==> src/tmc_cfg.svh <==
`ifndef TMC_CFG_SVH
`define TMC_CFG_SVH

// ----------------------------------------------------------------
// field widths
// ----------------------------------------------------------------
`define TMC_FACTOR_W     14
`define TMC_OFFSET_W     9
`define TMC_LIMIT_W      9
`define TMC_HYST_W       7
`define TMC_DEPTH_W      4
`define TMC_TEMP_W       11
`define TMC_FRAC_W       4

// ----------------------------------------------------------------
// transducer selection codes
// ----------------------------------------------------------------
`define TMC_XDCR_OFF     2'h0
`define TMC_XDCR_BETA    2'h1
`define TMC_XDCR_DIFF    2'h2
`define TMC_XDCR_SINGLE  2'h3

// ----------------------------------------------------------------
// averaging field codes and shifts
// ----------------------------------------------------------------
`define TMC_AVG_ONE      2'h0
`define TMC_AVG_EIGHT    2'h1
`define TMC_AVG_SIXTEEN  2'h2
`define TMC_SHIFT_EIGHT  3
`define TMC_SHIFT_SIXTEEN 4

// ----------------------------------------------------------------
// readout codes, quarter degrees
// ----------------------------------------------------------------
`define TMC_READ_MAX     11'h3FF
`define TMC_READ_MIN     11'h401
`define TMC_RESET_TEMP   11'h000

`endif

==> src/tmc_pkg.sv <==
package tmc_pkg;

  typedef enum logic [2:0] {
    TMC_ST_OFF   = 3'b001,
    TMC_ST_PRIME = 3'b010,
    TMC_ST_RUN   = 3'b100
  } tmc_state_t;

  typedef enum logic [1:0] {
    TMC_SENSE_OFF    = 2'h0,
    TMC_SENSE_BETA   = 2'h1,
    TMC_SENSE_DIFF   = 2'h2,
    TMC_SENSE_SINGLE = 2'h3
  } tmc_sense_t;

endpackage

==> src/tmc_channel.sv <==
// What this block does
// - accept a 14-bit diode factor code, nominally round(4572 / emission coefficient)
// - two-bit transducer field: off, beta PNP, differential, single-ended
// - signed offset added to every sample for readout and both alarms
// - offset is 9-bit two's complement, quarter-degree steps
// - two alarm comparators, each with 9-bit signed whole-degree limit
// - open and short detection only on remote diode channels
// - fault readings 0x3FF and 0x401, swapped by polarity bit
// - exponential averaging before readout, coefficient 1, 8 or 16
// - filtered measurement is readable by the host
// - each alarm has depth field, effective depth is field plus one
// - each alarm has 7-bit signed whole-degree hysteresis
// - any configuration rewrite restarts measurement and alarm logic
// - each of three channels has its own configuration set
`timescale 1ns/100ps
`default_nettype none
`include "tmc_cfg.svh"

module tmc_channel
  import tmc_pkg::*;
#(
  parameter bit IS_REMOTE = 1'b1
) (
  input  wire logic                       i_core_clk,
  input  wire logic                       i_nrst,
  input  wire logic                       i_cfg_write,
  input  wire logic [`TMC_FACTOR_W-1:0]   i_diode_factor,
  input  wire logic [1:0]                 i_transducer_sel,
  input  wire logic [`TMC_OFFSET_W-1:0]   i_offset,
  input  wire logic [`TMC_LIMIT_W-1:0]    i_first_alarm_limit,
  input  wire logic [`TMC_LIMIT_W-1:0]    i_second_alarm_limit,
  input  wire logic                       i_fault_read_polarity,
  input  wire logic [1:0]                 i_averaging_coefficient,
  input  wire logic [`TMC_DEPTH_W-1:0]    i_first_alarm_depth,
  input  wire logic [`TMC_DEPTH_W-1:0]    i_second_alarm_depth,
  input  wire logic [`TMC_HYST_W-1:0]     i_first_alarm_hysteresis,
  input  wire logic [`TMC_HYST_W-1:0]     i_second_alarm_hysteresis,
  input  wire logic                       i_sample_valid,
  input  wire logic [`TMC_TEMP_W-1:0]     i_raw_temp,
  input  wire logic                       i_diode_open,
  input  wire logic                       i_diode_short,
  output logic [`TMC_FACTOR_W-1:0]        o_diode_factor,
  output logic [1:0]                      o_sense_mode,
  output logic                            o_channel_enabled,
  output logic [`TMC_TEMP_W-1:0]          o_temp,
  output logic                            o_temp_valid,
  output logic                            o_fault,
  output logic                            o_first_temp_comparator,
  output logic                            o_second_temp_comparator
);

  localparam int TW = `TMC_TEMP_W + 1;
  localparam int AW = `TMC_TEMP_W + `TMC_FRAC_W;
  localparam int DW = AW + 1;

  // ----------------------------------------------------------------
  // notes for users of this channel
  // ----------------------------------------------------------------
  // one instance per channel: two remote, one on-die with IS_REMOTE at 0
  // diode factor is only echoed, transducer mode is echoed and decoded for off; the analog side uses them
  // under-temperature alarms read a comparator inverted, also with negative hysteresis
  // alarms see unfiltered samples, so averaging never delays a trip
  // readout floors the average: a small bias traded for no rounding adder
  // a fault sample freezes average and alarms instead of polluting them
  // holding the transducer field at off keeps state, average, readout and alarms in restart; the echo registers keep tracking
  // averaging code 11 is undefined and runs as no averaging

  // ----------------------------------------------------------------
  // state and configuration capture
  // ----------------------------------------------------------------
  tmc_state_t      state;
  tmc_state_t      next_state;
  logic [AW-1:0]   acc;
  logic [1:0]      alarm_state;

  wire logic enable  = i_transducer_sel != `TMC_XDCR_OFF;
  wire logic restart = i_cfg_write || !enable;
  // fault flags only count on the remote diode channels
  wire logic fault_now = IS_REMOTE && (i_diode_open || i_diode_short);

  // ----------------------------------------------------------------
  // state sequencing
  // ----------------------------------------------------------------
  // a first good sample must load the average before running it
  always_comb begin
    next_state = state;
    case (state)
      TMC_ST_OFF:   next_state = enable ? TMC_ST_PRIME : TMC_ST_OFF;
      TMC_ST_PRIME: next_state = (i_sample_valid && !fault_now) ? TMC_ST_RUN : TMC_ST_PRIME;
      TMC_ST_RUN:   next_state = TMC_ST_RUN;
      default:      next_state = TMC_ST_OFF;
    endcase
    // restart wins over every transition
    if (restart) begin
      next_state = enable ? TMC_ST_PRIME : TMC_ST_OFF;
    end
  end

  // ----------------------------------------------------------------
  // offset correction
  // ----------------------------------------------------------------
  // clamp keeps ordinary readings clear of the lowest code, so 0x400 never shows
  wire logic signed [TW-1:0] raw_x = {i_raw_temp[`TMC_TEMP_W-1], i_raw_temp};
  wire logic signed [TW-1:0] off_x = {{(TW-`TMC_OFFSET_W){i_offset[8]}}, i_offset};
  wire logic signed [TW-1:0] corr  = raw_x + off_x;
  wire logic signed [TW-1:0] hi_x  = {1'b0, `TMC_READ_MAX};
  wire logic signed [TW-1:0] lo_x  = {1'b1, `TMC_READ_MIN};
  wire logic signed [TW-1:0] corr_c = (corr > hi_x) ? hi_x : ((corr < lo_x) ? lo_x : corr);

  // ----------------------------------------------------------------
  // fault detection and readout codes
  // ----------------------------------------------------------------
  // a short takes precedence when both flags are up
  wire logic read_high = i_diode_short ? !i_fault_read_polarity : i_fault_read_polarity;
  wire logic [`TMC_TEMP_W-1:0] fault_code = read_high ? `TMC_READ_MAX : `TMC_READ_MIN;

  // ----------------------------------------------------------------
  // averaging step decode
  // ----------------------------------------------------------------
  // code 11 has no defined coefficient and behaves as no averaging
  function automatic logic signed [DW-1:0] avg_step(
    input logic [1:0]           code,
    input logic signed [DW-1:0] d
  );
    logic signed [DW-1:0] r;
    case (code)
      `TMC_AVG_EIGHT:   r = d >>> `TMC_SHIFT_EIGHT;
      `TMC_AVG_SIXTEEN: r = d >>> `TMC_SHIFT_SIXTEEN;
      default:          r = d;
    endcase
    return r;
  endfunction

  // ----------------------------------------------------------------
  // exponential averaging
  // ----------------------------------------------------------------
  wire logic signed [DW-1:0] x_scaled = {corr_c, `TMC_FRAC_W'h0};
  wire logic signed [DW-1:0] acc_x    = {acc[AW-1], acc};
  wire logic signed [DW-1:0] diff     = x_scaled - acc_x;
  wire logic signed [DW-1:0] step     = avg_step(i_averaging_coefficient, diff);
  wire logic signed [DW-1:0] acc_sum  = acc_x + step;
  wire logic [AW-1:0] next_acc = (state == TMC_ST_RUN) ? acc_sum[AW-1:0] : x_scaled[AW-1:0];
  wire logic take = i_sample_valid && !restart && (state != TMC_ST_OFF);
  wire logic good = take && !fault_now;

  always_ff @(posedge i_core_clk or negedge i_nrst) begin
    if (!i_nrst) begin
      state <= TMC_ST_OFF;
      acc   <= '0;
    end else begin
      state <= next_state;
      if (good) begin
        acc <= next_acc;
      end
    end
  end

  // ----------------------------------------------------------------
  // readout registers
  // ----------------------------------------------------------------
  wire logic [`TMC_TEMP_W-1:0] filt = next_acc[AW-1:`TMC_FRAC_W];

  always_ff @(posedge i_core_clk or negedge i_nrst) begin
    if (!i_nrst) begin
      o_temp       <= `TMC_RESET_TEMP;
      o_temp_valid <= 1'b0;
      o_fault      <= 1'b0;
    end else begin
      o_temp_valid <= take;
      if (restart) begin
        o_temp  <= `TMC_RESET_TEMP;
        o_fault <= 1'b0;
      end else if (take) begin
        o_temp  <= fault_now ? fault_code : filt;
        o_fault <= fault_now;
      end
    end
  end

  always_ff @(posedge i_core_clk or negedge i_nrst) begin
    if (!i_nrst) begin
      o_diode_factor    <= '0;
      o_sense_mode      <= TMC_SENSE_OFF;
      o_channel_enabled <= 1'b0;
    end else begin
      o_diode_factor    <= i_diode_factor;
      o_sense_mode      <= i_transducer_sel;
      o_channel_enabled <= enable;
    end
  end

  // ----------------------------------------------------------------
  // alarm comparators
  // ----------------------------------------------------------------
  wire logic [2*`TMC_LIMIT_W-1:0] limits = {i_second_alarm_limit, i_first_alarm_limit};
  wire logic [2*`TMC_HYST_W-1:0]  hysts  = {i_second_alarm_hysteresis, i_first_alarm_hysteresis};
  wire logic [2*`TMC_DEPTH_W-1:0] depths = {i_second_alarm_depth, i_first_alarm_depth};

  for (genvar g = 0; g < 2; g++) begin : g_alarm
    tmc_alarm #(
      .TW (TW)
    ) u_alarm (
      .i_core_clk (i_core_clk),
      .i_nrst     (i_nrst),
      .i_restart  (restart),
      .i_sample   (good),
      .i_temp     (corr_c),
      .i_limit    (limits[g*`TMC_LIMIT_W +: `TMC_LIMIT_W]),
      .i_hyst     (hysts[g*`TMC_HYST_W +: `TMC_HYST_W]),
      .i_depth    (depths[g*`TMC_DEPTH_W +: `TMC_DEPTH_W]),
      .o_state    (alarm_state[g])
    );
  end

  assign o_first_temp_comparator  = alarm_state[0];
  assign o_second_temp_comparator = alarm_state[1];

endmodule
`default_nettype wire

==> src/tmc_alarm.sv <==
`timescale 1ns/100ps
`default_nettype none
`include "tmc_cfg.svh"

module tmc_alarm
  import tmc_pkg::*;
#(
  parameter int TW = 12
) (
  input  wire logic                      i_core_clk,
  input  wire logic                      i_nrst,
  input  wire logic                      i_restart,
  input  wire logic                      i_sample,
  input  wire logic [TW-1:0]             i_temp,
  input  wire logic [`TMC_LIMIT_W-1:0]   i_limit,
  input  wire logic [`TMC_HYST_W-1:0]    i_hyst,
  input  wire logic [`TMC_DEPTH_W-1:0]   i_depth,
  output logic                           o_state
);

  logic [`TMC_DEPTH_W-1:0] run_count;

  // limit and hysteresis in whole degrees, scaled to quarter degrees
  wire logic signed [TW-1:0] limit_q = {{(TW-11){i_limit[8]}}, i_limit, 2'b00};
  wire logic signed [TW-1:0] hyst_q  = {{(TW-9){i_hyst[6]}}, i_hyst, 2'b00};
  // hysteresis only moves the point of return, not the trip point
  wire logic signed [TW-1:0] eff_q   = o_state ? limit_q + hyst_q : limit_q;
  wire logic                 above   = $signed(i_temp) >= eff_q;
  wire logic                 differs = above != o_state;
  wire logic                 settled = run_count == i_depth;

  always_ff @(posedge i_core_clk or negedge i_nrst) begin
    if (!i_nrst) begin
      o_state   <= 1'b0;
      run_count <= '0;
    end else if (i_restart) begin
      o_state   <= 1'b0;
      run_count <= '0;
    end else if (i_sample) begin
      if (differs && settled) begin
        o_state   <= above;
        run_count <= '0;
      end else if (differs) begin
        run_count <= run_count + 1'b1;
      end else begin
        run_count <= '0;
      end
    end
  end

endmodule
`default_nettype wire

==> config.mk <==
export PLATFORM = sky130hd
export DESIGN_NAME = tmc_channel
export DESIGN_NICKNAME = d
export VERILOG_FILES = /design/src/tmc_pkg.sv /design/src/tmc_channel.sv /design/src/tmc_alarm.sv
export VERILOG_INCLUDE_DIRS = /design/src
export SDC_FILE = /design/constraint.sdc
export NUM_CORES = 1
export LEC_CHECK = 0
export ABC_AREA = 1
export BUFFER_PORTS_ARGS = -buffer_cell sky130_fd_sc_hd__buf_2
export CELL_PAD_IN_SITES_DETAIL_PLACEMENT = 1
export CELL_PAD_IN_SITES_GLOBAL_PLACEMENT = 1
export CORE_MARGIN = 1.5
export CORE_UTILIZATION = 44
export CTS_CLUSTER_SIZE = 30
export DETAILED_ROUTE_END_ITERATION = 6
export PLACE_DENSITY = 0.95
export SKIP_LAST_GASP = 1
export SLEW_MARGIN = 20
export SYNTH_ARGS = -nofsm -noshare
export SYNTH_HDL_FRONTEND = slang
export SYNTH_SLANG_ARGS = --single-unit
==> constraint.sdc <==
create_clock -name i_core_clk -period 7.3 [get_ports i_core_clk]
set_input_delay 1.46 -clock i_core_clk [delete_from_list [all_inputs] [get_ports i_core_clk]]
set_output_delay 1.46 -clock i_core_clk [all_outputs]
set_load 0.05 [all_outputs]
Word level (Yosys, flattened, before mapping)
Cells that the tools add are included.
{"block": "classes", "n_addsub": 7, "mul": 0, "div_mod_pow": 0, "n_lt_le_gt_ge": 4, "eq_ne": 10, "n_shift": 0, "mux": 31, "bitwise": 0, "n_reduce_logical": 19}
{"cell": "12-bit two-way mux", "n": 4}
{"cell": "11-bit two-way mux", "n": 4}
{"cell": "11-bit by 9-bit adder with 12-bit output", "n": 3}
{"cell": "4-bit two-way mux", "n": 8}
{"cell": "15-bit case mux with 2 select lines", "n": 1}
{"cell": "12-bit >= comparator", "n": 2}
{"cell": "16-bit by 15-bit subtractor with 16-bit output", "n": 1}
{"cell": "15-bit adder", "n": 1}
{"cell": "15-bit two-way mux", "n": 1}
{"cell": "12-bit by 11-bit greater-than comparator with 1-bit output, second input constant", "n": 1}
{"cell": "12-bit by 11-bit less-than comparator with 1-bit output, second input constant", "n": 1}
{"cell": "2-bit nonzero test", "n": 5}
{"cell": "1-bit two-way mux", "n": 9}
{"cell": "3-bit case mux with 3 select lines", "n": 1}
{"cell": "4-bit by 1-bit adder with 4-bit output, second input constant", "n": 2}
{"cell": "4-bit == test", "n": 2}
{"cell": "1-bit logical AND", "n": 6}
{"cell": "3-bit two-way mux", "n": 2}
{"cell": "1-bit zero test", "n": 4}
{"cell": "2-bit AND reduction", "n": 2}
{"cell": "3-bit by 1-bit == test with 1-bit output, second input constant", "n": 1}
{"cell": "3-bit by 2-bit == test with 1-bit output, second input constant", "n": 1}
{"cell": "3-bit == test, second input constant", "n": 1}
{"cell": "3-bit by 1-bit inequality test with 1-bit output, second input constant", "n": 1}
{"cell": "5 further kinds", "n": 7}
{"block": "word_totals", "ff_bits": 58, "latchBits": 0, "ram_bits": 0, "romBits": 0, "input_bits": 85, "output_inout_bits": 32, "n_memories": 0}

Longest topological paths before layout
{"block": "depth", "ltp_word": 11, "depth_mapped": 40}

By module
Synthesis repeated with hierarchy kept, for this count alone.
{"block": "unflattened", "cells_unflattened": 932, "area_unflattened_um2": 6351.1}
{"module": "tmc_channel", "n_inst": 1, "cells_each": 590, "area_each_um2": 4134.0, "seq_area_each_um2": 1202.4}
{"module": "tmc_alarm", "n_inst": 2, "cells_each": 171, "area_each_um2": 1108.6, "seq_area_each_um2": 125.1}

Worst setup path before layout
OpenSTA, ideal clock, no wires.
{"block": "synth_timing", "kind": "input to register", "start": "input i_offset[0]", "end": "register o_temp[7]", "setup_ns": 0.118, "arrival_time_ns": 6.578, "required_ns": 7.182, "path_slack_ns": 0.604, "cell_stages": 30, "n_path_buf": 0, "path_cell_list": "ha_1 > fa_1 > a21oi_1 > nor2_1 > nor2_1 > xor2_1 > inv_1 > a21oi_1 > a31o_2 > ha_1 > o21ai_0 > ha_1 > a21oi_1 > o211ai_1 > a21boi_0 > xor2_1 > a221o_1 > o21ai_0 > inv_1 > ha_1 > a21oi_1 > o21a_1 > o21ai_1 > a31oi_1 > o21ai_0 > or2_0 > a22oi_1 > nand2_1 > nand2_1 > nand2_1"}
{"block": "synth_via", "elab_chain_len": 11, "elab_cells_between_ends": 12, "cone_classes": "3 x add/sub; 2 x order compare; 7 x mux"}
{"element": "from (decl)", "line": "tmc_channel.sv:29", "source": "input wire logic [`TMC_OFFSET_W-1:0] i_offset,"}
{"element": "11-bit by 9-bit adder with 12-bit output *", "line": "tmc_channel.sv:105", "source": "wire logic signed [TW-1:0] corr = raw_x + off_x;"}
{"element": "12-bit by 11-bit less-than comparator with 1-bit output", "line": "tmc_channel.sv:108", "source": "wire logic signed [TW-1:0] corr_c = (corr > hi_x) ? hi_x : ((corr < lo_x) ? lo_x : corr);"}
{"element": "12-bit two-way mux", "line": "tmc_channel.sv:108"}
{"element": "12-bit two-way mux *", "line": "tmc_channel.sv:108"}
{"element": "16-bit by 15-bit subtractor with 16-bit output", "line": "tmc_channel.sv:139", "source": "wire logic signed [DW-1:0] diff = x_scaled - acc_x;"}
{"element": "15-bit case mux with 2 select lines", "line": "tmc_channel.sv:126", "source": "case (code)"}
{"element": "15-bit adder", "line": "tmc_channel.sv:141", "source": "wire logic signed [DW-1:0] acc_sum = acc_x + step;"}
{"element": "15-bit two-way mux *", "line": "tmc_channel.sv:142", "source": "wire logic [AW-1:0] next_acc = (state == TMC_ST_RUN) ? acc_sum[AW-1:0] : x_scaled[AW-1:0];"}
{"element": "11-bit two-way mux *", "line": "tmc_channel.sv:174", "source": "o_temp <= fault_now ? fault_code : filt;"}
{"element": "11-bit two-way mux *", "line": "tmc_channel.sv:173", "source": "end else if (take) begin"}
{"element": "11-bit two-way mux *", "line": "tmc_channel.sv:170", "source": "if (restart) begin"}
{"element": "to (signal assigned)", "line": "tmc_channel.sv:165", "source": "o_temp <= `TMC_RESET_TEMP;"}
{"element": "to (signal assigned)", "line": "tmc_channel.sv:171", "source": "o_temp <= `TMC_RESET_TEMP;"}
{"element": "to (signal assigned)", "line": "tmc_channel.sv:174"}
{"element": "to (decl)", "line": "tmc_channel.sv:45", "source": "output logic [`TMC_TEMP_W-1:0] o_temp,"}
Every way passes the cells marked *; elsewhere a longest branch is shown, timed or not. The select of a mux whose other input is x is not followed.
A chain may end at the register's enable or synchronous reset.

Worst setup path after layout
{"block": "layout_timing", "start": "input i_offset[4]", "end": "register o_temp[6]"}
The elaborated chain is that of the path after synthesis.

==> impl_metrics.yaml <==
worst_setup_path:
  path_delay_family: "compound AO/OA/AOI/OAI gates"
  cp.required_ps: 7580
  cp-start-kind: "input pin"
  path_buf_inv: 5
  cpMostUsedCell: "nand2_1"
  endpoint_kind: "flop"
  worstPathMaxFanout: 7
  cp.arrival_ps: 7540
  criticalPathCategory: "input pin to flop"
  critPathMaxStageDelay_ps: 390
  crit_slowest_cell: "ha_2"
sta:
  rsz0062_at_grt: "true"
  relSlewSlack_pct: 30.3
  finClkSkew_ps: 13.2
  finalMaxSlewViolations: 0
  final-setup-viol-count: 0
  final_hold_viol_count: 0
  max_freq_mhz: 138
  fin_crit_ps: 7260
  worst_pin_slew_ps: 1040
  finalCritPeriodShare_pct: 99.4
clocking:
  clk_path_buf_depth: 2
  clk_pin_slew_worst_paths_ps: 60
  htree_levels: 3
  cts_tree: "done"
  worstSkewPairLatency_ps: 350
  clock_sinks: 58
  cts_root_buffer: "clkbuf_16"
  cts_buffers: 9
synthesis:
  ys_seq_area_share_pct: 23.8
  synthCells: 848
  synth_enable_flop_cells: 0
  yosysTopAreaCell: "dfrtp_1"
  synth_top_flop_cell: "dfrtp_1"
  yosysWarningCount: 0
  synth_seq_cells: 58
  yosys-top-cells-count: "nand2_1, inv_1, ha_1"
  synth_area_sq_um: 6100
  async_flop_share_pct: 100
  synth_nets: 1019
  ys_top_cells_by_area: "dfrtp_1, ha_1, nand2_1"
  syn_avg_cell_area_sq_um: 7.19
  synth_top_area_share_pct: 23.4
  yosysMostFrequentCell: "nand2_1"
  ys_types: 53
outcome:
  outcome: "finished, final reports clean"
route:
  drtIter0Drc: 598
  via_count: 6907
  ant_nets: 0
  drc: 0
  firstDrtPassIters: 5
  vias_per_cell: 5.97
  post_drt_wl_per_cell_microns: 21.1
  routed_wl_microns: 24400
cells_and_area:
  fin_area_sq_um: 7440
  areaGrowthSynthToFinish_pct: 21.9
  fin_nets: 1146
  drive_above_1_share_pct: 22.9
  diodes: 0
die:
  dieArea_sq_um: 14600
  fp-row-count: 42
  die_x_microns: 121
  ios: 117
  coreArea_sq_um: 13400
  initial_utilization_pct: 45.5
  die_y_microns: 121
power:
  total_power_uw: 2900
  irDropWorstVdd_uv: 128
  power_density_nw_per_um2: 390
  leakage_uw: 0.00396
global_route:
  grt_pass1_wl_microns: 36800
  overflow: 0
  grt_pass1_vias: 7235
  grt_use_total_pct: 32.3
  grt_max_degree: 59
  antenna_found_initial: 0
run:
  cap_violations: 0
placement:
  gp_congestion: 0.955
  numPortBuffers: 116
  hpwlAfterDp_microns: 15800
  dpl_cell_area_sq_um: 6930
worst_hold_path:
  min_path_type: "flop to flop"
==> metrics by stage <==
step                hold slack, ps  cells  setup slack (ps)  setup TNS (ps)  util [%]
floorplan                      481    848               604               0         -
global placement               457   1138               220               0      51.7
detailed placement             471   1138              -148            -356      51.7
CTS                            489   1154              44.7               0      54.3
global route                   501   1156              -371           -1250      55.5
finish                         474   1156              43.8               0      55.5
==> cells in the final DEF, fill, tap and decap left out, types with 4 or more instances in the layout <==
| master | netlist | routed |
|---|---|---|
| nand2_1 | 192 | 189 |
| o21ai_1 | 9 | 17 |
| o22ai_1 | 6 | 6 |
| nor2_4 | 5 | 6 |
| ha_1 | 82 | 76 |
| inv_2 | 4 | 4 |
| inv_1 | 99 | 99 |
| buf_4 | 0 | 13 |
| a22oi_1 | 7 | 6 |
| a21o_1 | 9 | 9 |
| nor3_1 | 11 | 8 |
| xnor2_1 | 12 | 11 |
| o21ai_2 | 2 | 4 |
| xor2_1 | 29 | 27 |
| ha_2 | 0 | 4 |
| a21oi_1 | 62 | 55 |
| dfrtp_1 | 57 | 57 |
| clkbuf_16 | 0 | 9 |
| o21ai_0 | 50 | 40 |
| or2_2 | 4 | 4 |
| a31oi_1 | 12 | 11 |
| nand3_2 | 9 | 9 |
| o21bai_1 | 6 | 6 |
| nor2_2 | 4 | 6 |
| nand4_1 | 9 | 9 |
| buf_2 | 1 | 116 |
| a21oi_2 | 2 | 9 |
| nand3_1 | 34 | 34 |
| nor2_1 | 69 | 66 |
| nand2_2 | 9 | 12 |
==> logic make-up (layout without fill, tap and decap cells) <==
| kind of cell | after synthesis | in the layout | share of synthesized area (%) |
|---|---|---|---|
| AOI/OAI and AO/OA | 187 | 187 | 18.2 |
| xor gates and xnor gates | 41 | 41 | 5.89 |
| adders and majority gates | 86 | 86 | 18.1 |
| buffers and inverters | 118 | 250 | 7.40 |
| DFF | 58 | 58 | 23.8 |
| muxes | 3 | 3 | 0.492 |
| and+or+nand+nor | 355 | 355 | 26.1 |
==> worst register-to-register path, cell delays in order, from the launching register on <==
cell      delay [ps]
dfrtp_1          460
inv_1            120
ha_1             410
inv_1             60
o21ai_0          220
o21bai_2         200
a21oi_2          120
xnor2_1          340
nand2_1          160
a31oi_1          230
ha_2             390
a21oi_1          290
o21ai_2          140
a21oi_2          170
o21ai_1          150
nand2_1          110
inv_1             80
o21ai_0          250
o21ai_0          200
a21oi_1          200
a21o_1           150
==> flip-flops by register name, summed over array words and instances (netlist names) <==
name                       count
acc                           15
g_alarm.u_alarm.o_state        2
g_alarm.u_alarm.run_count      8
o_channel_enabled              1
o_diode_factor                14
o_fault                        1
o_sense_mode                   2
o_temp                        11
o_temp_valid                   1
state                          3
==> final cells by class <==
class | count | area [sq um]
Clock buffer | 9 | 225
Clock inverter | 7 | 125
Fill cell | 1751 | 5960
Inverter | 105 | 394
Multi-Input combinational cell | 672 | 4340
Sequential cell | 58 | 1450
Tap cell | 176 | 220
Timing Repair Buffer | 129 | 678
==> per-layer routing <==
layer	track usage, %	vias up	wire (microns)
met5	0	-	0
met2	57.7	370	12100
li1	-	3110	-
met3	5.85	148	1680
met4	20.1	0	1780
met1	35.2	3279	8900
==> path summary, 6_finish.rpt <==
kind                       cells after the start  slack [ps]              end         from
max                                           36          40        o_temp[6]  i_offset[4]
min                                            1         470        o_temp[8]    o_temp[8]
max reg2reg                                   20        2780        o_temp[6]       acc[8]
min reg2reg                                    1         470        o_temp[8]    o_temp[8]
max in group asynchronous                      2        5490        o_temp[8]       i_nrst
min in group asynchronous                      2        1280  o_sense_mode[1]       i_nrst
==> report_power, final <==
part / leakage, uW / switching [uW] / total, uW / internal [uW]
clock network: 0.000170 / 189 / 526 / 337
logic: 0.00305 / 1290 / 1940 / 653
registers: 0.000735 / 63.6 / 430 / 367
total: 0.00396 / 1540 / 2900 / 1360
==> what timing repair did <==
action / in CTS / in global routing
pin swaps: 0 / 1
endpoints found under the hold margin: 0 / 0
hold buffers: 0 / 0
gates resized for setup: 1 / 42
gates cloned: 0 / 0
setup endpoints to repair: 1 / 19
buffers inserted: 0 / 2
Note: power is estimated with default switching activity, not from simulation.
